<file path="src/inc/dbd_pkg.sv">
// Package: register map, field positions and pipeline states of the disk buffer DMA set-up block
package dbd_pkg;

    // =========================================================
    // Register offsets on the 8-bit multiplexed port
    localparam logic [7:0] OFF_HOST_CAP_HIGH  = 8'hA6;
    localparam logic [7:0] OFF_HOST_CAP_LOW   = 8'hA8;
    localparam logic [7:0] OFF_ACCESS_CTRL    = 8'hAA;
    localparam logic [7:0] OFF_SEGMENT_SELECT = 8'hAC;
    localparam logic [7:0] OFF_REL_ADDR_HIGH  = 8'hAE;
    localparam logic [7:0] OFF_REL_ADDR_MID   = 8'hB0;
    localparam logic [7:0] OFF_REL_ADDR_LOW   = 8'hB2;
    localparam logic [7:0] OFF_BLOCK_COUNT    = 8'hB4;
    localparam logic [7:0] OFF_MASK_HIGH      = 8'hB6;
    localparam logic [7:0] OFF_MASK_LOW       = 8'hB8;

    // =========================================================
    // Access control field positions
    localparam int BIT_BOUNDARY_ECC_HOLD = 7;
    localparam int BIT_SKIP_MASK_ENABLE  = 6;
    localparam int BIT_NO_DATA_TRANSFER  = 4;
    localparam int BIT_DISK_DIRECTION    = 3;
    localparam int BIT_WRITE_SAME_ENABLE = 1;
    localparam int BIT_DISK_COUNT_ENABLE = 0;
    localparam logic [7:0] CTRL_WRITE_MASK = 8'hDB;
    localparam int BIT_PENDING_CHANGE    = 7;

    // =========================================================
    // Widths and reset values
    localparam int ADDR_W  = 23;
    localparam int SEG_W   = 5;
    localparam int COUNT_W = 15;
    localparam int MASK_W  = 16;
    localparam int BLK_W   = 8;
    localparam int SYNC_W  = 12;
    localparam logic [7:0]         RST_BYTE  = 8'h00;
    localparam logic [ADDR_W-1:0]  RST_ADDR  = 23'h00_0000;
    localparam logic [COUNT_W-1:0] RST_COUNT = 15'h0000;
    localparam logic [MASK_W-1:0]  RST_MASK  = 16'h0000;
    localparam logic [SEG_W-1:0]   RST_SEG   = 5'h00;
    localparam logic [BLK_W-1:0]   ONE_BLOCK = 8'h01;
    localparam logic [BLK_W-1:0]   TWO_BLOCK = 8'h02;

    // =========================================================
    // Pipeline states
    typedef enum logic [1:0] {
        PIPE_IDLE,
        PIPE_BUSY,
        PIPE_VERY_BUSY
    } dbd_pipe_t;

endpackage : dbd_pkg

</file>
<file path="src/hdl/dbd_sync.sv">
// Two-flop synchroniser for the processor port pins
`timescale 1ns/1ps
module dbd_sync #(
    parameter int W = 12
) (
    input  wire logic         ref_clk_i,
    input  wire logic         resetn_i,
    input  wire logic         ce_i,
    input  wire logic [W-1:0] d_i,
    output logic      [W-1:0] q_o
);

    typedef struct packed {
        logic [W-1:0] meta;
        logic [W-1:0] safe;
    } dbd_sync_t;

    dbd_sync_t st_r;
    dbd_sync_t st_nxt;

    always_comb begin
        st_nxt = st_r;
        if (ce_i) begin
            st_nxt.meta = d_i;
            st_nxt.safe = st_r.meta;
        end
    end

    always_ff @(posedge ref_clk_i or negedge resetn_i) begin
        if (!resetn_i) begin
            st_r <= '0;
        end else begin
            st_r <= st_nxt;
        end
    end

    assign q_o = st_r.safe;

endmodule : dbd_sync

</file>
<file path="src/hdl/dbd_setup.sv">
// Disk buffer DMA set-up registers, pipeline loads and common buffer counter
//
// Summary of operation
// - Host capture pair reads count and flag
// - Writing high capture byte loads counter
// - Boundary ECC error suppresses next pipeline transfer
// - Skip mask gates blocks; count limited 16
// - No-data bit blocks all buffer transfers
// - Direction bit: set writes buffer
// - Write-same mode uses transfer mask
// - Counter increments per transferred disk block
// - Five-bit segment select picks segment
// - Absolute address is segment times size plus offset
// - Unreloaded segment and count are reused
// - Unreloaded address continues from last address
// - Block count reads return captured value
// - Sixteen-bit mask held per pipeline load
// - Pending-change flag set, cleared, soft reset
// - Start translates load and raises pipeline
`timescale 1ns/1ps
module dbd_setup (
    input  wire logic                        ref_clk_i,
    input  wire logic                        resetn_i,
    input  wire logic                        ce_i,
    // Multiplexed processor port pins
    input  wire logic                        ale_i,
    input  wire logic                        cs_n_i,
    input  wire logic                        wr_n_i,
    input  wire logic                        rd_n_i,
    input  wire logic [7:0]                  ad_i,
    output logic      [7:0]                  ad_o,
    output logic                             ad_oe_o,
    // Same-clock control from the rest of the disk manager
    input  wire logic                        disk_start_command_i,
    input  wire logic                        disk_stop_i,
    input  wire logic                        soft_reset_bit_i,
    input  wire logic                        host_capture_i,
    input  wire logic                        disk_capture_request_i,
    input  wire logic [dbd_pkg::ADDR_W-1:0]  segment_size_i,
    input  wire logic                        block_done_i,
    input  wire logic                        addr_step_i,
    input  wire logic                        ecc_pending_i,
    input  wire logic                        ecc_done_ok_i,
    input  wire logic                        ecc_uncorrectable_i,
    // Pipeline outputs
    output logic      [dbd_pkg::ADDR_W-1:0]  abs_addr_o,
    output logic      [dbd_pkg::BLK_W-1:0]   blocks_left_o,
    output logic      [dbd_pkg::MASK_W-1:0]  transfer_mask_o,
    output logic                             busy_o,
    output logic                             very_busy_o,
    output logic                             block_xfer_en_o,
    output logic                             disk_direction_o,
    output logic                             write_same_o,
    output logic                             transfer_held_o,
    output logic      [dbd_pkg::COUNT_W-1:0] buffer_count_o,
    output logic                             pending_change_flag_o
);

    // =========================================================
    // State
    typedef struct packed {
        logic [7:0]                  bus_addr;
        logic                        wr_n_q;
        logic [7:0]                  ctrl;
        logic [dbd_pkg::SEG_W-1:0]   seg;
        logic [dbd_pkg::ADDR_W-1:0]  rel;
        logic                        rel_new;
        logic [dbd_pkg::BLK_W-1:0]   bcnt;
        logic [dbd_pkg::MASK_W-1:0]  mask;
        logic [dbd_pkg::COUNT_W-1:0] host_captured_count;
        logic [dbd_pkg::COUNT_W-1:0] buf_cnt;
        logic                        pending_change_flag;
        logic [dbd_pkg::BLK_W-1:0]   disk_capture_request;
        dbd_pkg::dbd_pipe_t          pipe;
        logic [dbd_pkg::ADDR_W-1:0]  act_addr;
        logic [dbd_pkg::BLK_W-1:0]   act_left;
        logic [dbd_pkg::BLK_W-1:0]   act_idx;
        logic [dbd_pkg::MASK_W-1:0]  act_mask;
        logic [dbd_pkg::ADDR_W-1:0]  q_addr;
        logic [dbd_pkg::BLK_W-1:0]   q_left;
        logic [dbd_pkg::MASK_W-1:0]  q_mask;
        logic                        suppress;
        logic                        held;
        logic                        xfer_en;
        logic [7:0]                  rd_data;
        logic                        rd_oe;
    } dbd_state_t;

    dbd_state_t st_r;
    dbd_state_t st_nxt;

    logic [dbd_pkg::SYNC_W-1:0] pins_s;
    logic                       ale_s;
    logic                       cs_s;
    logic                       wr_n_s;
    logic                       rd_n_s;
    logic [7:0]                 ad_s;

    // Pins come from the processor's clock, so every one is synchronised
    dbd_sync #(
        .W (dbd_pkg::SYNC_W)
    ) u_sync (
        .ref_clk_i (ref_clk_i),
        .resetn_i  (resetn_i),
        .ce_i      (ce_i),
        .d_i       ({ale_i, ~cs_n_i, wr_n_i, rd_n_i, ad_i}),
        .q_o       (pins_s)
    );

    assign ale_s  = pins_s[11];
    assign cs_s   = pins_s[10];
    assign wr_n_s = pins_s[9];
    assign rd_n_s = pins_s[8];
    assign ad_s   = pins_s[7:0];

    // =========================================================
    // Next-state logic
    always_comb begin
        logic                        wr_stb;
        logic                        load_done;
        logic                        blk_moved;
        logic                        skip_on;
        logic                        xfer_now;
        logic [dbd_pkg::ADDR_W-1:0]  start_addr;
        logic [dbd_pkg::ADDR_W-1:0]  seg_base;
        logic [2*dbd_pkg::ADDR_W-1:0] product;

        wr_stb     = 1'b0;
        load_done  = 1'b0;
        blk_moved  = 1'b0;
        skip_on    = 1'b0;
        xfer_now   = 1'b0;
        start_addr = '0;
        seg_base   = '0;
        product    = '0;
        st_nxt     = st_r;

        if (ce_i) begin
            st_nxt.wr_n_q = wr_n_s;
            if (ale_s) begin
                st_nxt.bus_addr = ad_s;
            end
            // Data is taken at the trailing edge of the write strobe, when it is surely settled
            wr_stb = cs_s && wr_n_s && !st_r.wr_n_q;

            // ==================== Register writes
            if (wr_stb) begin
                unique case (st_r.bus_addr)
                    dbd_pkg::OFF_HOST_CAP_HIGH: begin
                        st_nxt.host_captured_count[14:8] = ad_s[6:0];
                        st_nxt.buf_cnt = {ad_s[6:0], st_r.host_captured_count[7:0]};
                    end
                    dbd_pkg::OFF_ACCESS_CTRL:    st_nxt.ctrl = ad_s & dbd_pkg::CTRL_WRITE_MASK;
                    dbd_pkg::OFF_SEGMENT_SELECT: st_nxt.seg = ad_s[dbd_pkg::SEG_W-1:0];
                    dbd_pkg::OFF_REL_ADDR_HIGH: begin
                        st_nxt.rel[22:16] = ad_s[6:0];
                        st_nxt.rel_new    = 1'b1;
                    end
                    dbd_pkg::OFF_REL_ADDR_MID: begin
                        st_nxt.rel[15:8] = ad_s;
                        st_nxt.rel_new   = 1'b1;
                    end
                    dbd_pkg::OFF_REL_ADDR_LOW: begin
                        st_nxt.rel[7:0] = ad_s;
                        st_nxt.rel_new  = 1'b1;
                    end
                    dbd_pkg::OFF_BLOCK_COUNT: st_nxt.bcnt = ad_s;
                    dbd_pkg::OFF_MASK_HIGH:   st_nxt.mask[15:8] = ad_s;
                    dbd_pkg::OFF_MASK_LOW:    st_nxt.mask[7:0] = ad_s;
                    default: ;
                endcase
            end

            // ==================== Register reads
            st_nxt.rd_oe   = cs_s && !rd_n_s;
            st_nxt.rd_data = dbd_pkg::RST_BYTE;
            unique case (st_r.bus_addr)
                dbd_pkg::OFF_HOST_CAP_HIGH:
                    st_nxt.rd_data = {st_r.pending_change_flag, st_r.host_captured_count[14:8]};
                dbd_pkg::OFF_HOST_CAP_LOW:   st_nxt.rd_data = st_r.host_captured_count[7:0];
                dbd_pkg::OFF_ACCESS_CTRL:    st_nxt.rd_data = st_r.ctrl;
                dbd_pkg::OFF_SEGMENT_SELECT: st_nxt.rd_data = {3'b000, st_r.seg};
                dbd_pkg::OFF_REL_ADDR_HIGH:  st_nxt.rd_data = {1'b0, st_r.rel[22:16]};
                dbd_pkg::OFF_REL_ADDR_MID:   st_nxt.rd_data = st_r.rel[15:8];
                dbd_pkg::OFF_REL_ADDR_LOW:   st_nxt.rd_data = st_r.rel[7:0];
                dbd_pkg::OFF_BLOCK_COUNT:    st_nxt.rd_data = st_r.disk_capture_request;
                dbd_pkg::OFF_MASK_HIGH:      st_nxt.rd_data = st_r.mask[15:8];
                dbd_pkg::OFF_MASK_LOW:       st_nxt.rd_data = st_r.mask[7:0];
                default:                     st_nxt.rd_data = dbd_pkg::RST_BYTE;
            endcase

            // ==================== Captures
            if (host_capture_i) begin
                st_nxt.host_captured_count = st_r.buf_cnt;
            end
            if (disk_capture_request_i) begin
                st_nxt.disk_capture_request = st_r.act_left;
            end

            // ==================== Block movement
            skip_on  = st_r.ctrl[dbd_pkg::BIT_SKIP_MASK_ENABLE];
            // With skip mask enabled, block n of the load is gated by mask bit n; beyond bit 15 nothing moves
            xfer_now = (st_r.pipe != dbd_pkg::PIPE_IDLE)
                       && !st_r.ctrl[dbd_pkg::BIT_NO_DATA_TRANSFER]
                       && !st_r.suppress
                       && (!skip_on || ((st_r.act_idx < 8'h10) && st_r.act_mask[st_r.act_idx[3:0]]));
            st_nxt.xfer_en = xfer_now;

            if (addr_step_i && xfer_now) begin
                st_nxt.act_addr = st_r.act_addr + 23'h00_0001;
            end

            if (block_done_i && (st_r.pipe != dbd_pkg::PIPE_IDLE)) begin
                blk_moved       = xfer_now;
                st_nxt.act_left = st_r.act_left - dbd_pkg::ONE_BLOCK;
                st_nxt.act_idx  = st_r.act_idx + dbd_pkg::ONE_BLOCK;
                load_done       = (st_r.act_left <= dbd_pkg::ONE_BLOCK);
            end
            if (blk_moved && st_r.ctrl[dbd_pkg::BIT_DISK_COUNT_ENABLE]) begin
                st_nxt.buf_cnt = st_nxt.buf_cnt + 15'h0001;
            end

            // Uncorrectable error on the second-to-last sector of this load
            if (ecc_uncorrectable_i && st_r.ctrl[dbd_pkg::BIT_BOUNDARY_ECC_HOLD]
                && (st_r.pipe != dbd_pkg::PIPE_IDLE) && (st_r.act_left == dbd_pkg::TWO_BLOCK)) begin
                st_nxt.suppress = 1'b1;
            end

            // ==================== Load translation
            product  = {{(dbd_pkg::ADDR_W - dbd_pkg::SEG_W){1'b0}}, st_r.seg} * segment_size_i;
            seg_base = product[dbd_pkg::ADDR_W-1:0];
            // A fresh offset is translated; otherwise the load carries on where the last stopped
            start_addr = st_r.rel_new ? (seg_base + st_r.rel) : st_r.act_addr;

            // Cleared before sequencing so that a change in the same cycle wins
            if (ecc_done_ok_i) begin
                st_nxt.pending_change_flag = 1'b0;
            end

            // ==================== Pipeline sequencing
            unique case (st_r.pipe)
                dbd_pkg::PIPE_IDLE: begin
                    if (disk_start_command_i) begin
                        st_nxt.pipe     = dbd_pkg::PIPE_BUSY;
                        st_nxt.act_addr = start_addr;
                        st_nxt.act_left = st_r.bcnt;
                        st_nxt.act_mask = st_r.mask;
                        st_nxt.act_idx  = '0;
                        st_nxt.rel_new  = 1'b0;
                        st_nxt.held     = 1'b0;
                        st_nxt.suppress = 1'b0;
                    end
                end
                dbd_pkg::PIPE_BUSY: begin
                    if (load_done) begin
                        st_nxt.pipe     = dbd_pkg::PIPE_IDLE;
                        st_nxt.held     = st_r.suppress;
                        st_nxt.suppress = 1'b0;
                    end else if (disk_start_command_i) begin
                        st_nxt.pipe    = dbd_pkg::PIPE_VERY_BUSY;
                        st_nxt.q_addr  = start_addr;
                        st_nxt.q_left  = st_r.bcnt;
                        st_nxt.q_mask  = st_r.mask;
                        st_nxt.rel_new = 1'b0;
                    end
                end
                dbd_pkg::PIPE_VERY_BUSY: begin
                    // A third start has no slot and is dropped
                    if (load_done) begin
                        if (st_r.suppress) begin
                            st_nxt.pipe = dbd_pkg::PIPE_IDLE;
                            st_nxt.held = 1'b1;
                        end else begin
                            st_nxt.pipe     = dbd_pkg::PIPE_BUSY;
                            st_nxt.act_addr = st_r.q_addr;
                            st_nxt.act_left = st_r.q_left;
                            st_nxt.act_mask = st_r.q_mask;
                            st_nxt.act_idx  = '0;
                            if (ecc_pending_i) begin
                                st_nxt.pending_change_flag = 1'b1;
                            end
                        end
                        st_nxt.suppress = 1'b0;
                    end
                end
                default: st_nxt.pipe = dbd_pkg::PIPE_IDLE;
            endcase

            if (disk_stop_i || soft_reset_bit_i) begin
                st_nxt.pipe     = dbd_pkg::PIPE_IDLE;
                st_nxt.suppress = 1'b0;
            end
            if (soft_reset_bit_i) begin
                st_nxt.pending_change_flag = 1'b0;
                st_nxt.held = 1'b0;
            end
        end
    end

    // =========================================================
    // Registers
    always_ff @(posedge ref_clk_i or negedge resetn_i) begin
        if (!resetn_i) begin
            st_r      <= '0;
            st_r.pipe <= dbd_pkg::PIPE_IDLE;
        end else begin
            st_r <= st_nxt;
        end
    end

    // =========================================================
    // Outputs, all from state flops; busy_o and very_busy_o are decoded from pipe
    assign ad_o                  = st_r.rd_data;
    assign ad_oe_o               = st_r.rd_oe;
    assign abs_addr_o            = st_r.act_addr;
    assign blocks_left_o         = st_r.act_left;
    assign transfer_mask_o       = st_r.act_mask;
    assign busy_o                = (st_r.pipe != dbd_pkg::PIPE_IDLE);
    assign very_busy_o           = (st_r.pipe == dbd_pkg::PIPE_VERY_BUSY);
    assign block_xfer_en_o       = st_r.xfer_en;
    assign disk_direction_o      = st_r.ctrl[dbd_pkg::BIT_DISK_DIRECTION];
    assign write_same_o          = st_r.ctrl[dbd_pkg::BIT_WRITE_SAME_ENABLE];
    assign transfer_held_o       = st_r.held;
    assign buffer_count_o        = st_r.buf_cnt;
    assign pending_change_flag_o = st_r.pending_change_flag;

endmodule : dbd_setup

</file>
<file path="config.mk">
export PLATFORM = sky130hd
export DESIGN_NAME = dbd_setup
export DESIGN_NICKNAME = d
export VERILOG_FILES = /design/src/inc/dbd_pkg.sv /design/src/hdl/dbd_sync.sv /design/src/hdl/dbd_setup.sv
export SDC_FILE = /design/constraint.sdc
export NUM_CORES = 1
export LEC_CHECK = 0
export ABC_CLOCK_PERIOD_IN_PS = 6000
export BUFFER_PORTS_ARGS = -buffer_cell sky130_fd_sc_hd__buf_2
export CAP_MARGIN = 20
export CORE_AREA = 2 2 238 240
export DETAILED_ROUTE_END_ITERATION = 12
export DIE_AREA = 0 0 240 242
export PLACE_DENSITY_LB_ADDON = 0.2
export SLEW_MARGIN = 30
export SYNTH_ARGS = -nofsm -noshare
export SYNTH_HDL_FRONTEND = slang
export SYNTH_SLANG_ARGS = --single-unit
</file>
<file path="constraint.sdc">
create_clock -name ref_clk_i -period 6 [get_ports ref_clk_i]
set_input_delay 1.5 -clock ref_clk_i [delete_from_list [all_inputs] [get_ports ref_clk_i]]
set_output_delay 1.5 -clock ref_clk_i [all_outputs]
set_load 0.05 [all_outputs]
</file>
==> results of run 1 <==
-- layer usage --
metal  vias up  part of all wire [%]
li1       5978                     -
met1      6484                    45
met2       302                    47
met3        75                   4.6
met4         0                   3.6
met5         -                     0
-- layout make-up --
type / instances / area [sq um] / share of cell area, %
inverters: 59 / 221 / 1.21
well taps: 756 / 946 / 5.18
multi-input cells: 1253 / 9170 / 50.3
repair buffers: 145 / 821 / 4.50
clock buffers: 43 / 837 / 4.59
flip-flops and latches: 247 / 6180 / 33.9
clock inverters: 7 / 71.3 / 0.391
-- flip-flops by register name, indices dropped and copies added, names as in the netlist --
signal                 cells
transfer_mask_o           16
st_r                     147
blocks_left_o              8
write_same_o               1
u_sync.st_r               12
ad_oe_o                    1
buffer_count_o            15
ad_o                       8
disk_direction_o           1
transfer_held_o            1
u_sync.q_o                12
pending_change_flag_o      1
abs_addr_o                23
block_xfer_en_o            1
-- power by group through the flow --
stage	clock network [mW]	registers (mW)	logic, mW
global placement	0	2.06	0.893
floorplan	0	1.96	0.717
detailed placement	0	2.07	0.906
global route	1.82	2.07	0.994
finish	1.72	2.04	0.902
CTS	1.77	2.04	0.909
-- metrics by stage --
| stage | utilization [%] | total power [mW] |
|---|---|---|
| after floorplan | - | 2.68 |
| after global placement | 31.0 | 2.96 |
| after detailed placement | 31.1 | 2.97 |
| after CTS | 32.7 | 4.72 |
| after global routing | 32.7 | 4.88 |
| final | 32.7 | 4.66 |
-- worst reg2reg max path, cell delays in order (launching register included) --
cell	delay [ns]
dfrtp_1	0.81
nand2_1	0.19
fa_1	0.59
fa_1	0.42
fa_1	0.50
inv_1	0.05
ha_1	0.31
nor2b_1	0.16
o31ai_1	0.38
nand3_1	0.17
a21o_1	0.22
or3_1	0.35
o311a_1	0.14
o211ai_1	0.19
o21ai_0	0.12
a221oi_1	0.25
-- layout by cell type, fill, tap and decap left out, drive strengths merged, types with 9 or more instances in the layout --
cell      n
inv      59
xor2     14
mux2    107
nand3    42
nand2   276
a31oi    18
a211oi   17
a21oi    79
buf     145
nand4    14
clkbuf   43
xnor2    20
mux2i    35
a221oi   15
nor2     81
ha       32
fa       77
nor3     21
a22oi    32
o22ai     9
dfrtp   247
o21ai   126
and3     11
and2     90
a21o     15
-- logic make-up after synthesis --
family          count (synthesis)  synth area share, %
fa+ha+maj                     109                 11.8
xor+xnor                       34                 1.81
flops                         247                 37.6
simple gates                  581                 16.6
compound gates                379                 14.7
buf+inv                       228                 6.93
mux                           150                 10.6
-- worst min path at each step --
stage | to | start
after floorplan | ad_oe_o | u_sync.q_o[8]
after global placement | ad_oe_o | u_sync.q_o[8]
after detailed placement | ad_oe_o | u_sync.q_o[8]
after CTS | ad_oe_o | u_sync.q_o[8]
after global routing | ad_oe_o | u_sync.q_o[8]
final | ad_oe_o | u_sync.q_o[8]
==> run_results.csv, run 1 <==
group,metric,value,unit
run_status,status,"completed",
sta,hold_ws,0.441,ns
drt,vias,12800,
cts,cts-root-buf,"clkbuf_16",
drt,drtIter0Drc,862,
synthesis,synth_cell_types,75,
job,maxCapViolations,0,
pwr,peakVddDrop,0.224,mV
critical_path,timing.rr.end,"abs_addr_o[20]",
critical_path,start_kind,"input pin",
sta,worst_slew_pin_slew,0.851,ns
min_path,holdPathStages,1,
synthesis,yosysWarnings,0,
synthesis,synth-main-ff-cell,"dfrtp_1",
cts,cts_setup_buffers,0,
min_path,min_path_type,"reg2reg",
critical_path,reg2reg_slack,1.04,ns
critical_path,worstSetupPathType,"in2reg",
synthesis,synth_area_per_cell,9.52,sq um
synthesis,syn-cell-area,16500,sq um
sta,final.setup.tns,0,ns
global_route,grt_pass1_wl,79.9,mm
sta,min_period,5.10,ns
layout,antennaDiodeCount,0,
sta,clock_skew,0.0122,ns
critical_path,cp_common_cell,"fa_1",
critical_path,crit_arrival,5.56,ns
synthesis,synth_edf_count,0,
floorplanning,io_pins,126,
pwr,power_switching,1.54,mW
sta,setup_violations,0,
synthesis,yosys-top-cells-count,"nand2_1 (276), dfrtp_1 (247), o21ai_0 (126)",
global_route,grt_pass1_vias,12900,
sta,timing.final.hold_violations,0,
drt,drc_errors,0,
synthesis,ys_async_sr_fraction,100,%
critical_path,cp_slowest_cell,"fa_1",
cts,cts.repair.resized,0,
floorplanning,design.core.area,55700,sq um
synthesis,syn_inst,1728,
synthesis,yosys.area.top_type,"dfrtp_1",
cts,cts_buffer_depth,3,
layout,num-fill-cells,5807,
layout,layout.nets,1891,
global_route,gr-usage-met3,2.47,%
critical_path,cp-end-kind,"flip-flop",
pwr,p_comb_share,19.4,%
pwr,p_int,3.12,mW
sta,finalWorstSetupSlack,0.895,ns
global_route,grt_max_degree,93,
placement,io_buffers,125,
sta,rsz0062_at_grt,"no",
global_route,grt-ovfl-total,0,
critical_path,reg2reg_depth,15,
critical_path,crit_start,"segment_size_i[4]",
critical_path,cp_max_fo,5,
sta,maxSlewHeadroom,42.7,%
floorplanning,num_rows,87,
synthesis,syn_nets,1885,
synthesis,synth_top_area_share,37.6,%
placement,place_hpwl,36.8,mm
layout,drive_above_1_share,18.2,%
drt,wl_per_cell,20.3,um
synthesis,yosys-top-cells-area,"dfrtp_1 (38%), fa_1 (9.4%), mux2_2 (7.3%)",
drt,antenna_left,0,
critical_path,critical_path_depth,16,
critical_path,max_stage_delay,0.51,ns
drt,wl,51.0,mm
pwr,pwr-share-seq,43.7,%
critical_path,required,6.46,ns
critical_path,path_cells,"buf_2, nand2_1, fa_1, fa_1, fa_1, inv_1, ha_1, nor2b_1, o31ai_1, nand3_1, a21o_1, or3_1, o311a_1, o211ai_1, o21ai_0, a221oi_1",
critical_path,crit_buf_inv,2,
cts,cts_tree,"built",
cts,cts_hold_buf,0,
layout,final_area,18200,sq um
pwr,power.density,255,nW/um^2
global_route,grtUsageTotal,17.7,%
global_route,grt_use_met2,28.6,%
layout,syn2layout_area_growth,10.9,%
synthesis,yosysSeqAreaShare,37.6,%
pwr,clock_power_share,36.9,%
drt,viasPerCell,5.12,
synthesis,synth_seq_cells,247,
floorplanning,die_w,240,um
placement,dp_cells,2460,
placement,place_congestion,0.849,
synthesis,yosysMostFrequentCell,"nand2_1",
drt,dr.pass1.iters,5,
sta,period_share,85.1,%
cts,clk-insertion-delay-late,0.57,ns
pwr,switching_share,33.1,%
critical_path,critPathTopFamily,"adder cells",
layout,final_cell_count_no_fill,2510,
placement,pre_cts_ws,0.351,ns
floorplanning,die_area,58100,sq um
cts,cts-buffers-inserted,28,
critical_path,worstReg2RegStart,"st_r[205]",
global_route,grtUsageMet1,24.2,%
cts,cts_max_level,1,
placement,place_area,17300,sq um
cts,clkSlewWorstSetupHoldPaths,0.06,ns
floorplanning,start_util,29.5,%
global_route,busiest_layer,"met2",
floorplanning,die_y,242,um
global_route,antenna_found_initial,0,
critical_path,critPathCapture,"abs_addr_o[20]",
pwr,p_leak,8.42,nW
sta,fmax,196,MHz
cts,clock_sinks,247,
sta,final_max_slew_viol_count,0,
Power figures use the tool's default switching activity.
==> run 2, diff against run 1 <==
--- a/config.mk
+++ b/config.mk
@@ -8,11 +8,13 @@
 export ABC_CLOCK_PERIOD_IN_PS = 6000
 export BUFFER_PORTS_ARGS = -buffer_cell sky130_fd_sc_hd__buf_2
 export CAP_MARGIN = 20
-export CORE_AREA = 2 2 238 240
+export CORE_AREA = 2 2 242 244
+export CTS_CLUSTER_DIAMETER = 60
 export DETAILED_ROUTE_END_ITERATION = 12
-export DIE_AREA = 0 0 240 242
+export DIE_AREA = 0 0 244 246
 export PLACE_DENSITY_LB_ADDON = 0.2
 export SLEW_MARGIN = 30
 export SYNTH_ARGS = -nofsm -noshare
 export SYNTH_HDL_FRONTEND = slang
+export SYNTH_HIERARCHICAL = 1
 export SYNTH_SLANG_ARGS = --single-unit
==> constraint.sdc (replaced) <==
create_clock -name ref_clk_i -period 6 [get_ports ref_clk_i]
set_input_delay 1.5 -clock ref_clk_i [delete_from_list [all_inputs] [get_ports ref_clk_i]]
set_output_delay 1.5 -clock ref_clk_i [all_outputs]
set_load 0.005 [all_outputs]
==> run 2 against run 1 <==
Net effect:
- clock skew grew 0.014 ns
- wire length grew 4.9%
- die area grew 3.3%
- sequential cell count is the same
- synthesized area grew 3.3%
- largest power group unchanged
- largest cell class unchanged
==> run_results.csv, run 2 <==
group,metric,value,unit
floorplanning,io_pins,126,
pwr,switching_share,31.0,%
global_route,antenna_found_initial,0,
drt,dr.pass1.iters,5,
sta,maxSlewHeadroom,33.5,%
layout,largest_register,"st_r",
sta,worst_slew_pin_slew,0.990,ns
floorplanning,num_rows,88,
placement,place_hpwl,39.5,mm
placement,io_buffers,125,
layout,drive_above_1_share,20.1,%
layout,syn2layout_area_growth,10.1,%
cts,clkSlewWorstSetupHoldPaths,0.06,ns
synthesis,syn_inst,1729,
synthesis,synth_top_area_share,36.3,%
synthesis,yosys-top-cells-area,"dfrtp_1 (36%), fa_1 (9.1%), mux2_2 (7.5%)",
pwr,clock_power_share,37.6,%
sta,timing.final.hold_violations,0,
pwr,pwr-share-seq,46.3,%
floorplanning,die_w,244,um
synthesis,synth_edf_count,0,
critical_path,cp_max_fo,5,
layout,final_area,18700,sq um
sta,rsz0062_at_grt,"no",
layout,utilization,32.6,%
cts,cts-buffers-inserted,29,
floorplanning,die_area,60000,sq um
synthesis,ys_async_sr_fraction,100,%
critical_path,worstReg2RegStart,"st_r[204]",
layout,final_common_cell,"dfrtp_1",
placement,place_congestion,0.851,
pwr,p_leak,8.52,nW
run_status,status,"completed",
critical_path,required,6.41,ns
synthesis,synth-main-ff-cell,"dfrtp_1",
sta,final_max_slew_viol_count,0,
pwr,p_comb_share,16.2,%
pwr,p_int,3.14,mW
floorplanning,die_y,246,um
sta,finalWorstSetupSlack,0.816,ns
layout,largest_reg_flops,147,
floorplanning,design.core.area,57400,sq um
drt,wl,53.5,mm
pwr,power_switching,1.41,mW
drt,wl_met1,24.5,mm
drt,met2WireLength,25.5,mm
critical_path,crit_arrival,5.60,ns
global_route,grt_pass1_vias,13400,
placement,place_area,17800,sq um
critical_path,start_kind,"input pin",
pwr,peakVddDrop,0.221,mV
cts,clock_sinks,247,
synthesis,yosysSeqAreaShare,36.3,%
synthesis,yosys.area.top_type,"dfrtp_1",
synthesis,syn_nets,1886,
synthesis,yosys-top-cells-count,"dfrtp_1 (247), nand2_1 (155), mux2_2 (114)",
global_route,grt-ovfl-total,0,
drt,wl_per_cell,21.2,um
drt,viasPerCell,5.27,
drt,topRoutingLayerUsed,"met4",
drt,vias,13300,
min_path,hp-start,"u_sync/q_o[8]",
synthesis,synth_cell_types,81,
cts,cts_tree,"built",
critical_path,cp-end-kind,"flip-flop",
min_path,min_path_type,"reg2reg",
sta,final.setup.tns,0,ns
synthesis,syn-cell-area,17000,sq um
drt,drc_errors,0,
pwr,power.density,243,nW/um^2
synthesis,yosysWarnings,6,
sta,clock_skew,0.0262,ns
cts,clk-insertion-delay-late,0.58,ns
sta,setup_violations,0,
cts,cts_setup_buffers,0,
synthesis,yosysMostFrequentCell,"dfrtp_1",
sta,period_share,86.4,%
placement,pre_cts_ws,0.225,ns
job,maxCapViolations,0,
global_route,grt_pass1_wl,83.2,mm
cts,cts_max_level,1,
drt,wl_met3,2.49,mm
synthesis,synth_area_per_cell,9.84,sq um
floorplanning,start_util,29.6,%
drt,antenna_left,0,
critical_path,crit_start,"segment_size_i[14]",
layout,layout.nets,1888,
cts,cts.repair.resized,0,
layout,final_cell_mix,"dfrtp_1 (247), nand2_1 (155), buf_2 (123)",
global_route,grtUsageTotal,17.8,%
sta,fmax,193,MHz
sta,min_period,5.18,ns
synthesis,synth_seq_cells,247,
cts,cts_hold_buf,0,
critical_path,worstSetupPathType,"in2reg",
global_route,grt_max_degree,110,
cts,cts-root-buf,"clkbuf_16",
cts,cts_buffer_depth,3,
drt,drtIter0Drc,937,
pwr,power,4.55,mW
-- run 2: per-layer routing --
layer / up-vias / GRT usage, %
met5: - / 0
met4: 0 / 3.14
met3: 57 / 2.31
met2: 350 / 29.6
met1: 6751 / 24.9
li1: 6118 / -
-- run 2: cell type report --
cell class	instances	area, sq um
Clock buffer	42	815
Inverter	68	255
Timing Repair Buffer	149	851
Clock inverter	9	85.1
Antenna cell	1	2.50
Tap cell	765	957
Multi-Input combinational cell	1236	9570
Fill cell	5910	38600
Sequential cell	247	6180
-- run 2: path summary, 6_finish.rpt --
check	endpoint	slack, ns	cells after the start
setup / recovery	abs_addr_o[22]	0.82	13
hold / removal	ad_oe_o	0.45	1
setup reg to reg	abs_addr_o[22]	0.95	12
hold reg to reg	ad_oe_o	0.45	1
max in group asynchronous	ad_o[1]	3.91	3
min in group asynchronous	u_sync/st_r[14]	0.75	1
-- run 2: stage by stage --
step	instances	hold slack, ns
final	2517	0.448
after global routing	2516	0.490
after CTS	2515	0.451
after detailed placement	2464	0.439
after global placement	2464	0.433
after floorplan	1729	0.450
-- run 2: critical path, stage by stage --
cell	delay, ns
buf_2	0.12
and2_1	0.15
fa_1	0.49
fa_1	0.57
fa_1	0.42
ha_1	0.35
a21oi_1	0.32
o311ai_0	0.31
a22o_1	0.28
nor3_1	0.27
nor4_1	0.10
a2111oi_0	0.54
o32ai_1	0.17
-- run 2: kinds of logic after synthesis --
kind of cell / after synthesis / share of synthesized area, %
buf+inv: 246 / 7.53
mux: 173 / 11.6
xor+xnor: 26 / 1.34
simple gates: 509 / 15.2
compound gates: 419 / 16.5
fa+ha+maj: 109 / 11.4
flops: 247 / 36.3
-- run 2: power groups by stage --
stage                     logic, mW  clock network, mW  registers, mW
after floorplan               0.621                  0           1.97
after global placement        0.728                  0           2.13
after detailed placement      0.739                  0           2.13
after CTS                     0.742               1.75           2.10
after global routing          0.825               1.82           2.13
final                         0.735               1.71           2.10
==> run 3, diff against run 2 <==
--- a/config.mk
+++ b/config.mk
@@ -13,6 +13,7 @@
 export DETAILED_ROUTE_END_ITERATION = 12
 export DIE_AREA = 0 0 244 246
 export PLACE_DENSITY_LB_ADDON = 0.2
+export REMOVE_ABC_BUFFERS = 1
 export SLEW_MARGIN = 30
 export SYNTH_ARGS = -nofsm -noshare
 export SYNTH_HDL_FRONTEND = slang
==> run 3 against run 2 <==
Net effect:
- combinational power up 9.1%
- sequential cell count unchanged
- sequential power down 2%
- via count up 0.40%
- wire length up 4.7%
- clock skew down 0.0017 ns
- worst setup slack worse by 0.22 ns
- count of clock-buffer cells in the layout up 5
==> run_results.csv, run 3 (synthesized netlist as in run 2, its figures left out) <==
group,metric,value,unit
critical_path,cp-end-kind,"flip-flop",
sta,clock_skew,0.0245,ns
drt,dr.pass1.iters,7,
floorplanning,io_pins,126,
layout,syn2layout_area_growth,12.1,%
layout,largest_reg_flops,147,
drt,wl,56.0,mm
global_route,grt_pass1_wl,86.1,mm
sta,fmax,185,MHz
cts,cts_hold_buf,0,
global_route,grt-ovfl-total,0,
critical_path,worstSetupPathType,"in2reg",
global_route,antenna_found_initial,4,
pwr,power.density,261,nW/um^2
critical_path,start_kind,"input pin",
layout,final_cell_count_no_fill,2532,
layout,final_cell_mix,"dfrtp_1 (247), nand2_1 (155), buf_2 (123)",
critical_path,path_cells,"buf_2, and2_1, fa_1, fa_1, fa_1, ha_1, a21oi_1, o311ai_0, a22o_1, nor3_1, nor4_1, a2111oi_0, buf_4, a21oi_1",
drt,viasPerCell,5.26,
global_route,grt_max_degree,103,
layout,multi_input_area,9590,sq um
drt,drc_errors,0,
critical_path,critPathTopFamily,"adder cells",
cts,cts.repair.resized,0,
layout,largest_register,"st_r",
layout,final_common_cell,"dfrtp_1",
pwr,p_leak,8.70,nW
placement,place_congestion,0.862,
sta,setup_violations,0,
sta,final.setup.tns,0,ns
floorplanning,die_y,246,um
critical_path,max_stage_delay,0.56,ns
critical_path,cp_max_fo,5,
cts,cts_setup_buffers,0,
drt,antenna_left,0,
cts,cts_tree,"built",
cts,clk-insertion-delay-late,0.54,ns
sta,min_period,5.40,ns
sta,final_max_slew_viol_count,0,
sta,timing.final.hold_violations,0,
critical_path,critical_path_depth,14,
drt,vias,13300,
layout,num-fill-cells,5865,
cts,cts_buffer_depth,3,
layout,drive_above_1_share,21.2,%
run_status,status,"completed",
floorplanning,die_area,60000,sq um
sta,period_share,90.0,%
critical_path,cp_common_cell,"fa_1",
floorplanning,die_w,244,um
cts,cts-buffers-inserted,34,
layout,layout.nets,1900,
min_path,holdPathStages,1,
drt,wl_per_cell,22.1,um
critical_path,cp_slowest_cell,"fa_1",
placement,io_buffers,125,
cts,cts-root-buf,"clkbuf_16",
floorplanning,num_rows,88,
global_route,grt_pass1_vias,13500,
floorplanning,start_util,29.6,%
global_route,grtUsageTotal,18.7,%
layout,seq_area,6180,sq um
placement,place_hpwl,40.1,mm
cts,clock_sinks,247,
critical_path,crit_buf_inv,2,
pwr,peakVddDrop,0.150,mV
critical_path,required,6.38,ns
cts,clkSlewWorstSetupHoldPaths,0.05,ns
floorplanning,design.core.area,57400,sq um
critical_path,reg2reg_depth,13,
critical_path,crit_arrival,5.79,ns
drt,drtIter0Drc,965,
sta,rsz0062_at_grt,"no",
sta,maxSlewHeadroom,37.5,%
placement,dp_cells,2470,
sta,worst_slew_pin_slew,0.934,ns
cts,cts_max_level,2,
min_path,min_path_type,"reg2reg",
job,maxCapViolations,0,
## run 3: cell types whose count changed in the layout (fill, tap and decap cells not counted), moves of 2 or more
cell,previous run,this run
buf_4,23,28
bufinv_16,1,3
clkbuf_1,9,3
clkbuf_16,29,35
clkbuf_8,4,9
clkinvlp_4,3,1
## run 3: area by class of cell
class                      count  area share (%)
clock buffer                  47            5.30
sequential                   247            32.4
multi-input combinational   1236            50.3
timing repair buffer         156            4.82
tap                          765            5.02
antenna                        2          0.0263
inverter                      68            1.34
clock inverter                11           0.774
## run 3: metrics by stage
step	setup slack, ns	hold slack, ns	total power, mW	cell area [sq um]	util [%]
final	0.598	0.441	4.97	19100	33.2
after global routing	0.307	0.464	5.22	19100	33.2
after CTS	0.567	0.448	5.04	19000	33.1
after detailed placement	0.0393	0.449	2.89	17900	31.1
after global placement	0.0464	0.437	2.88	17900	31.1
after floorplan	0.245	0.416	2.48	16000	-
## run 3: final timing paths
check | startpoint | slack, ns | endpoint
max in group asynchronous | resetn_i | 3.78 | st_r[197]
worst max-delay path | segment_size_i[14] | 0.60 | st_r[58]
worst min-delay path | u_sync/q_o[8] | 0.44 | ad_oe_o
min in group asynchronous | resetn_i | 0.86 | st_r[49]
worst max register to register | st_r[204] | 0.72 | st_r[58]
worst min register to register | u_sync/q_o[8] | 0.44 | ad_oe_o
## run 3: report_power, final
| part | internal (mW) | switching [mW] | total, mW |
|---|---|---|---|
| logic | 0.334 | 0.468 | 0.802 |
| registers | 1.84 | 0.227 | 2.06 |
| clock network | 1.31 | 0.796 | 2.10 |
## run 3: metal layers
| metal | up-vias | wire, um | part of all wire (%) | GRT usage [%] |
|---|---|---|---|---|
| met5 | - | 13 | 0.023 | 0 |
| met4 | 2 | 1350 | 2.4 | 5.24 |
| met3 | 71 | 2660 | 4.8 | 3.09 |
| met2 | 328 | 26600 | 48 | 30.7 |
| met1 | 6770 | 25300 | 45 | 25.3 |
| li1 | 6158 | - | - | - |
## run 3: worst register-to-register path, stage by stage, from the launching register on
cell	delay, ns
dfrtp_1	0.90
and2_1	0.26
fa_1	0.44
fa_1	0.56
fa_1	0.44
ha_1	0.37
a21oi_1	0.31
o311ai_0	0.32
a22o_1	0.30
nor3_1	0.35
nor4_1	0.11
a2111oi_0	0.50
buf_4	0.20
a21oi_1	0.06
